`src/dwt_params.svh`:
```
// Purpose: constants for the dual watchdog timer
// Assumes: 100 MHz clock, one-second tick derived by a divider
// Notes:   action and interval codes are the select inputs' encodings
`ifndef DWT_PARAMS_SVH
`define DWT_PARAMS_SVH

`define DWT_CLK_HZ         100000000
`define DWT_SEC_CYCLES     (`DWT_CLK_HZ * 1)
`define DWT_CNT_W          10
`define DWT_ACT_W          4
`define DWT_IVL_W          4
`define DWT_IRQ_W          16
`define DWT_ACT_RESET      4'hC
`define DWT_ACT_NMI        4'hB
`define DWT_IVL_DEFAULT    4'h6
`define DWT_IVL_MAX        4'h9

`endif

```
`src/dwt_pkg.sv`:
```
// Purpose: types for the dual watchdog timer
// Assumes: constants come from dwt_params.svh
// Notes:   one state struct per timer instance
`include "dwt_params.svh"
package dwt_pkg;
    typedef enum logic [1:0] {
        DWT_IDLE,
        DWT_RUN,
        DWT_FIRED
    } dwt_state_t;

    typedef struct packed {
        dwt_state_t           st;
        logic [`DWT_CNT_W:0]  cnt;
        logic                 rst_out;
        logic                 nmi_out;
        logic [`DWT_IRQ_W-1:0] irq_out;
    } dwt_regs_t;

    // shared seconds divider state
    typedef struct packed {
        logic [31:0]          div;
    } dwt_base_t;
endpackage

```
`src/dwt_top.sv`:
```
// Purpose: two independent watchdog timers with selectable expiry action
// Assumes: restart inputs are one-cycle pulses from on-clock logic
// Notes:   the seconds tick is shared; a restart may land mid-second
//
// Function
// - each timer has its own enable; disabled means no count, no action
// - action selects irq 3..15 subset, nmi or reset; reset by default
// - interval is 1 to 512 seconds in powers of two; 64 by default
// - enabled timer counts down from interval and fires action at zero
// - a restart before zero reloads the full selected interval
`timescale 1ns/10ps
`include "dwt_params.svh"

module dwt_timer
    import dwt_pkg::*;
(
    // clock and reset
    input  wire logic                  clock,
    input  wire logic                  rst,
    // time base and control
    input  wire logic                  sec_tick,
    input  wire logic                  enable,
    input  wire logic                  restart,
    input  wire logic [`DWT_ACT_W-1:0] act_sel,
    input  wire logic [`DWT_IVL_W-1:0] ivl_sel,
    // expiry outputs
    output logic                       sys_reset,
    output logic                       nmi,
    output logic [`DWT_IRQ_W-1:0]      irq
);
    dwt_regs_t s_r;
    dwt_regs_t s_nxt;
    logic [`DWT_CNT_W:0] load_val;
    logic [`DWT_IRQ_W-1:0] irq_vec;
    logic expire;

    ////////////////////////////////////////////////////////////////////////
    // interval decode; out-of-range codes fall back to the default
    always_comb begin
        if (ivl_sel <= `DWT_IVL_MAX) begin
            load_val = (`DWT_CNT_W+1)'(1) << ivl_sel;
        end else begin
            load_val = (`DWT_CNT_W+1)'(1) << `DWT_IVL_DEFAULT;
        end
    end

    // action decode: codes 0..A map to irq 3,4,5,6,7,9,10,11,12,14,15
    always_comb begin
        irq_vec = '0;
        case (act_sel)
            4'h0: irq_vec[3] = 1'b1;
            4'h1: irq_vec[4] = 1'b1;
            4'h2: irq_vec[5] = 1'b1;
            4'h3: irq_vec[6] = 1'b1;
            4'h4: irq_vec[7] = 1'b1;
            4'h5: irq_vec[9] = 1'b1;
            4'h6: irq_vec[10] = 1'b1;
            4'h7: irq_vec[11] = 1'b1;
            4'h8: irq_vec[12] = 1'b1;
            4'h9: irq_vec[14] = 1'b1;
            4'hA: irq_vec[15] = 1'b1;
            default: irq_vec = '0;
        endcase
    end

    assign expire = (s_r.st == DWT_RUN) && sec_tick && !restart
                    && (s_r.cnt == (`DWT_CNT_W+1)'(1));

    ////////////////////////////////////////////////////////////////////////
    // next state; reset action latches until restart or disable since it resets
    // the system anyway, interrupt actions pulse and reload
    always_comb begin
        s_nxt = s_r;
        s_nxt.nmi_out = 1'b0;
        s_nxt.irq_out = '0;
        case (s_r.st)
            DWT_IDLE: begin
                if (enable) begin
                    s_nxt.st = DWT_RUN;
                    s_nxt.cnt = load_val;
                end
            end
            DWT_RUN: begin
                if (restart) begin
                    s_nxt.cnt = load_val;
                end else if (expire) begin
                    if (act_sel == `DWT_ACT_NMI) begin
                        s_nxt.nmi_out = 1'b1;
                        s_nxt.cnt = load_val;
                    end else if (irq_vec != '0) begin
                        s_nxt.irq_out = irq_vec;
                        s_nxt.cnt = load_val;
                    end else begin
                        s_nxt.rst_out = 1'b1;
                        s_nxt.cnt = '0;
                        s_nxt.st = DWT_FIRED;
                    end
                end else if (sec_tick) begin
                    s_nxt.cnt = s_r.cnt - (`DWT_CNT_W+1)'(1);
                end
            end
            DWT_FIRED: begin
                if (restart) begin
                    s_nxt.rst_out = 1'b0;
                    s_nxt.st = DWT_RUN;
                    s_nxt.cnt = load_val;
                end
            end
            default: s_nxt.st = DWT_IDLE;
        endcase
        if (!enable) begin
            s_nxt.st = DWT_IDLE;
            s_nxt.cnt = '0;
            s_nxt.rst_out = 1'b0;
            s_nxt.nmi_out = 1'b0;
            s_nxt.irq_out = '0;
        end
    end

    // state register
    always_ff @(posedge clock or posedge rst) begin
        if (rst) begin
            s_r <= '{st: DWT_IDLE, cnt: '0, rst_out: 1'b0,
                     nmi_out: 1'b0, irq_out: '0};
        end else begin
            s_r <= s_nxt;
        end
    end

    assign sys_reset = s_r.rst_out;
    assign nmi = s_r.nmi_out;
    assign irq = s_r.irq_out;
endmodule

module dwt_top
    import dwt_pkg::*;
(
    // clock and reset
    input  wire logic                  clock,
    input  wire logic                  rst,
    // first_watchdog control
    input  wire logic                  first_watchdog_enable,
    input  wire logic                  first_watchdog_restart,
    input  wire logic [`DWT_ACT_W-1:0] first_watchdog_act,
    input  wire logic [`DWT_IVL_W-1:0] first_watchdog_ivl,
    // second_watchdog control
    input  wire logic                  second_watchdog_enable,
    input  wire logic                  second_watchdog_restart,
    input  wire logic [`DWT_ACT_W-1:0] second_watchdog_act,
    input  wire logic [`DWT_IVL_W-1:0] second_watchdog_ivl,
    // expiry outputs
    output logic                       first_watchdog_reset,
    output logic                       first_watchdog_nmi,
    output logic [`DWT_IRQ_W-1:0]      first_watchdog_irq,
    output logic                       second_watchdog_reset,
    output logic                       second_watchdog_nmi,
    output logic [`DWT_IRQ_W-1:0]      second_watchdog_irq
);
    parameter int SEC_CYCLES = `DWT_SEC_CYCLES;
    dwt_base_t   b_r;
    dwt_base_t   b_nxt;
    logic        tick;

    ////////////////////////////////////////////////////////////////////////
    // shared one-second enable; free running so restarts land mid-second
    // and the first second after restart may be short by up to SEC_CYCLES - 1 clocks
    assign tick = (b_r.div == 32'(SEC_CYCLES - 1));

    // next divider value; wraps on the tick cycle
    always_comb begin
        b_nxt = b_r;
        if (tick) begin
            b_nxt.div = 32'h0;
        end else begin
            b_nxt.div = b_r.div + 32'h1;
        end
    end

    // divider register
    always_ff @(posedge clock or posedge rst) begin
        if (rst) begin
            b_r <= '0;
        end else begin
            b_r <= b_nxt;
        end
    end

    // two identical timers
    dwt_timer u_first (
        .clock     (clock),
        .rst       (rst),
        .sec_tick  (tick),
        .enable    (first_watchdog_enable),
        .restart   (first_watchdog_restart),
        .act_sel   (first_watchdog_act),
        .ivl_sel   (first_watchdog_ivl),
        .sys_reset (first_watchdog_reset),
        .nmi       (first_watchdog_nmi),
        .irq       (first_watchdog_irq)
    );
    dwt_timer u_second (
        .clock     (clock),
        .rst       (rst),
        .sec_tick  (tick),
        .enable    (second_watchdog_enable),
        .restart   (second_watchdog_restart),
        .act_sel   (second_watchdog_act),
        .ivl_sel   (second_watchdog_ivl),
        .sys_reset (second_watchdog_reset),
        .nmi       (second_watchdog_nmi),
        .irq       (second_watchdog_irq)
    );
endmodule

```
`config.mk`:
```
export PLATFORM = sky130hd
export DESIGN_NAME = dwt_top
export DESIGN_NICKNAME = d
export VERILOG_FILES = /design/src/dwt_pkg.sv /design/src/dwt_top.sv
export VERILOG_INCLUDE_DIRS = /design/src /design/src/src
export SDC_FILE = /design/constraint.sdc
export NUM_CORES = 1
export LEC_CHECK = 0
export ABC_AREA = 0
export BUFFER_PORTS_ARGS = -buffer_cell sky130_fd_sc_hd__buf_2
export CAP_MARGIN = 20
export CORE_UTILIZATION = 35
export CTS_CLUSTER_DIAMETER = 80
export DETAILED_ROUTE_END_ITERATION = 10
export PLACE_DENSITY = 0.5
export SYNTH_ARGS = -nofsm -noshare
export SYNTH_HDL_FRONTEND = slang
export SYNTH_HIERARCHICAL = 1
export SYNTH_SLANG_ARGS = --single-unit
```
`constraint.sdc`:
```
create_clock -name clock -period 3.4 [get_ports clock]
set_clock_uncertainty 0.15 [all_clocks]
set_input_delay 0.51 -clock clock [delete_from_list [all_inputs] [get_ports clock]]
set_output_delay 0.51 -clock clock [all_outputs]
set_load 0.1 [all_outputs]
```
# Word-level counts from Yosys, hierarchy flattened
# Index checks and enable logic that the tools add are counted.
# word_totals
word_cells	152
out_inout_bits	36
in_bits	22
register_bits	94
# classes
eq_ne	45
order_cmp	2
shift	2
mux	69
n_addsub	3
n_reduce_logical	20
# op_table
op	count
11-bit 2-to-1 mux	12
18-bit 2-to-1 mux	4
11-bit one-hot mux with 3 select lines	2
16-bit 2-to-1 mux	4
31-bit 2-to-1 mux	2
17-bit 2-to-1 mux	2
32-bit by 1-bit adder with 32-bit output, second input constant	1
32-bit by 27-bit equality test with 1-bit output, second input constant	1
4-bit by 3-bit equality test with 1-bit output, second input constant	8
4-bit equality test, second input constant	8
32-bit 2-to-1 mux	1
16-bit nonzero test	2
1-bit 2-to-1 mux	28
14-bit 2-to-1 mux	2
3-bit inequality test, second input constant	8
11-bit by 1-bit equality test with 1-bit output, second input constant	2
1-bit by 4-bit << shifter with 11-bit output, first input constant	2
11-bit by 1-bit subtractor with 11-bit output, second input constant	2
4-bit by 2-bit equality test with 1-bit output, second input constant	4
2-bit 2-to-1 mux	8
2-bit one-hot mux with 3 select lines	2
6-bit AND reduction	2
5-bit AND reduction	2
4-bit by 1-bit equality test with 1-bit output, second input constant	2
14 further kinds	30

# Depth between registers and ports, before layout
# logic_depth
word_depth	9
mapped_depth	10

# Hierarchy
# Netlist, hierarchy kept.
# by_module_without_submodules
module	seq_area_each_um2	instances	cells_each	area_each_um2
dwt_timer	650.6	2	169	1631.6
dwt_top	800.8	1	190	1854.3

# Worst setup path before layout
# No wires, ideal clock.
# synth_timing
kind	register to register
startpoint	register b_r[19] (netlist bit)
endpoint	register u_first/s_r[27] (netlist bit)
arrival_ns	2.741
n_path_buf	1
stages_incl_launch_ff	10
period_less_slack_ns	2.973
setup_ns	0.082
setup_slack_ns	0.427
path_cell_list	dfrtp_1 -> buf_4 -> nor4_1 -> nand4_1 -> nor4_4 -> nand2_1 -> nor4_1 -> a31oi_2 -> or4b_1 -> a31oi_1
# synth_between
elab_chain_len	8
word_cells_on_any_way	10
cone_classes	eq/ne: 2; mux: 4; reduce/logical: 4
# synth_lines
element	line	rtl
start: declaration	dwt_top.sv:160	dwt_base_t b_r;
start signal: assignment	dwt_top.sv:184	b_r <= b_nxt;
32-bit by 27-bit equality test with 1-bit output *	dwt_top.sv:167	assign tick = (b_r.div == 32'(SEC_CYCLES - 1));
net tick	dwt_top.sv:162	logic tick;
1-bit logical AND (3 in a row)	dwt_top.sv:66	assign expire = (s_r.st == DWT_RUN) && sec_tick && !restart
11-bit 2-to-1 mux	dwt_top.sv:86	end else if (expire) begin
11-bit 2-to-1 mux	dwt_top.sv:84	if (restart) begin
11-bit one-hot mux with 3 select lines	dwt_top.sv:76	case (s_r.st)
31-bit 2-to-1 mux	dwt_top.sv:111	if (!enable) begin
end signal: assignment	dwt_top.sv:123	s_r <= '{st: DWT_IDLE, cnt: '0, rst_out: 1'b0,
end signal: assignment	dwt_top.sv:126	s_r <= s_nxt;
end: declaration	dwt_top.sv:31	dwt_regs_t s_r;
# Mark *: on every way through the listed nets, which the timed path passes. The rest lies on a longest branch.
# A chain may end at the register's enable or synchronous reset.

# Worst setup path in the final report
# layout_timing
startpoint	register b_r[11] (netlist bit)
endpoint	register u_first/s_r[24] (netlist bit)
# The elaborated chain is that of the path after synthesis.

==> out/qor.yml <==
worstSetupPathType: "reg2reg"
initial_core_util_pct: 36.30
fp.dieW_um: 122.9
reg2reg_depth: 8
cp.arrival_ps: 3230
synth_warnings: 6
p_seq_share_pct: 44.4
p_comb_share_pct: 13.4
cts_tree: "yes"
pin_count: 58
synth_simple_gate_area_share_pct: 29.46
rr_startpoint: "b_r[11]"
clkPwrFrac_pct: 42.1
worstMarginPinSlew_ps: 633.5
nFillCells: 1422
grt_busiest_layer: "met2"
syn-cell-area_um2: 5117
place.gp.congestion: 0.8235
synth_compound_area_share_pct: 13.30
crit_path_start_kind: "flip-flop"
setup_viol: 0
synth_top_family_by_area: "simple AND/OR/NAND/NOR gates"
cts.sinks: 84
ctsLongestPathBuffers: 2
p_int_mw: 1.704
drtAntennaViolNets: 0
ys.flop_type: "dfrtp_1"
clock_latency_ps: 340
routed_wl_um: 11300
rsz0062_at_grt: "false"
hold_buffers: 0
post-route-min-period_ps: 3154
portBuffers: 47
peakVddDrop_mv: 0.2393
synthArstFlopShare_pct: 100.0
r2r_slack_ps: 250
grtUsageMet3_pct: 3.413
fin_crit_sh_pct: 92.76
final_layout_size_suffix_gt1_share_pct: 22.16
viasPerCell: 5.454
num_antenna_cells: 0
fin_hold_ws_ps: 17.69
yosys-top-cells-area: "dfrtp_1 (41%), buf_4 (5.1%), nor2_1 (3.0%)"
dieArea_um2: 15110
dieHeight_um: 122.9
leakagePower_nw: 2.436
fmax_mhz: 317.1
total_power_mw: 2.359
cts.clk_slew.worst_paths_ps: 70
ys_ff_latch: 84
p_sw_share_pct: 27.76
grt_use_total_pct: 16.44
layout.nets: 577
power_switching_uw: 654.8
drcViolationCount: 0
end_kind: "flip-flop"
htree_levels: 3
antenna_found_initial: 0
wire_per_inst_um: 15.38
cts_buffers: 9
syn_area_per_cell_um2: 9.692
grt_use_met2_pct: 25.98
first_pass_iters: 6
grt_overflow: 0
grt_pass1_wl_um: 19430
drt_iter0_markers: 278
fp-row-count: 43
synth_area_leader_cell: "dfrtp_1"
cp.required_ps: 3480
p_per_area_nw_per_um2: 417.8
areaGrowthSynthToFinish_pct: 10.32
grt_max_degree: 33
synth_xor_area_share_pct: 4.792
synth.area.mux_share_pct: 0.4401
via_count: 4009
hold_class: "in2async"
coreArea_um2: 14100
yosysUniqueCellTypes: 65
yosys.area.top_type_share_pct: 41.08
cts_setup_buffers: 0
r2r_end: "u_first/s_r[24]"
slew_headroom_pct: 57.65
use_met1_pct: 22.44
crit_fanout: 11
fin_setup_tns_ps: 0
synthCells: 528
synth_adder_area_share_pct: 1.222
slew_viol_final: 0
grt_pass1_vias: 3845
ys_seq_area_share_pct: 41.08
status: "complete, no violations"
finalHoldViolCount: 0
drv_cap: 0
hpwl_um: 8040
cts-root-buf: "clkbuf_16"
synth_edf_count: 0
[repair_timing]
item / in CTS / in global routing
resized for setup: 0 / 3
endpoints found under the setup margin: 0 / 16
endpoints found under the hold margin: 0 / 0
[flip-flops by register name (all words and copies together) (netlist names)]
| name | count |
|---|---|
| u_second/irq | 11 |
| u_second/s_r | 13 |
| u_first/irq | 11 |
| u_first/sys_reset | 1 |
| b_r | 32 |
| u_first/nmi | 1 |
| u_second/nmi | 1 |
| u_second/sys_reset | 1 |
| u_first/s_r | 13 |
[metrics by stage]
stage                     instances  utilization (%)  area, um^2  setup slack, ps
after CTS                       733            39.51        5569            155.9
final                           735            40.05        5645            246.2
after global placement          717            37.38        5269            259.0
after detailed placement        717            37.38        5269            177.4
after global routing            735            40.05        5645            8.761
after floorplan                 536                -        5147            426.8
[cells by family after synthesis]
group,Yosys count
flip-flops,84
multiplexers,2
buffers and inverters,75
XOR/XNOR,28
other,2
AND/OR/NAND/NOR,238
AO/OA/AOI/OAI,94
adder cells (fa/ha/maj),5
[cell usage after synthesis (9+ instances only)]
master / instances
nand2b_1: 16
nand4_1: 9
a21oi_1: 10
buf_4: 35
nor4_1: 20
dfrtp_1: 84
nand3_1: 15
xnor2_1: 16
nor2_1: 41
nand2_1: 39
or4_1: 12
nor4b_1: 9
xor2_1: 12
inv_1: 18
o21ai_0: 25
o221a_2: 10
nor3_1: 19
[power groups by stage]
stage               Combinational, mW  Clock, mW  Sequential [mW]
finish                          0.317      0.994             1.05
CTS                             0.308       1.03             1.05
global placement                0.306          0             1.06
detailed placement              0.306          0             1.07
global route                    0.350       1.06             1.05
floorplan                       0.282          0             1.06
[layout by cell type (no fill, tap or decap), types with 15 or more instances in the layout]
| cell type | count |
|---|---|
| dfrtp_1 | 84 |
| buf_2 | 47 |
| nor2_1 | 41 |
| nand2_1 | 39 |
| o21ai_0 | 25 |
| nor4_1 | 19 |
| nor3_1 | 19 |
| inv_1 | 18 |
| xnor2_1 | 16 |
| nand2b_1 | 16 |
| nand3_1 | 15 |
[how the worst max path moves through the flow]
stage          startpoint                to  slack [ps]  cells past startpoint
2_1_floorplan     b_r[19]   u_first/s_r[27]         430                      9
3_3_place_gp      b_r[11]  u_second/s_r[20]         260                      8
5_1_grt           b_r[27]  u_second/s_r[27]           9                      9
6_report          b_r[11]   u_first/s_r[24]         250                      8
4_1_cts           b_r[11]  u_second/s_r[21]         160                      8
3_5_place_dp      b_r[11]  u_second/s_r[21]         180                      8
[critical path, stage by stage (launching register included)]
cell and delay, ps:
dfrtp_1 460, nor4_1 320, nand4_1 320, nor4_4 320, nand2_1 130, or4_1 580, o21ai_4 370, o32ai_1 160
a32o_1 230
[per-layer routing]
| layer | vias up | part of all wire [%] |
|---|---|---|
| met2 | 92 | 46 |
| met3 | 16 | 4.5 |
| met1 | 1954 | 49 |
| met5 | - | 0 |
| met4 | 0 | 1.3 |
| li1 | 1947 | - |
[cell type report]
| cell class | instances | area [um^2] | share of cell area [%] |
|---|---|---|---|
| Clock inverter | 7 | 75.07 | 1.330 |
| Clock buffer | 9 | 225.2 | 3.989 |
| Timing Repair Buffer | 60 | 372.9 | 6.605 |
| Multi-Input combinational cell | 377 | 2577 | 45.66 |
| Sequential cell | 84 | 2102 | 37.23 |
| Inverter | 18 | 67.56 | 1.197 |
| Tap cell | 180 | 225.2 | 3.989 |
Power figures use the tool's default switching activity.
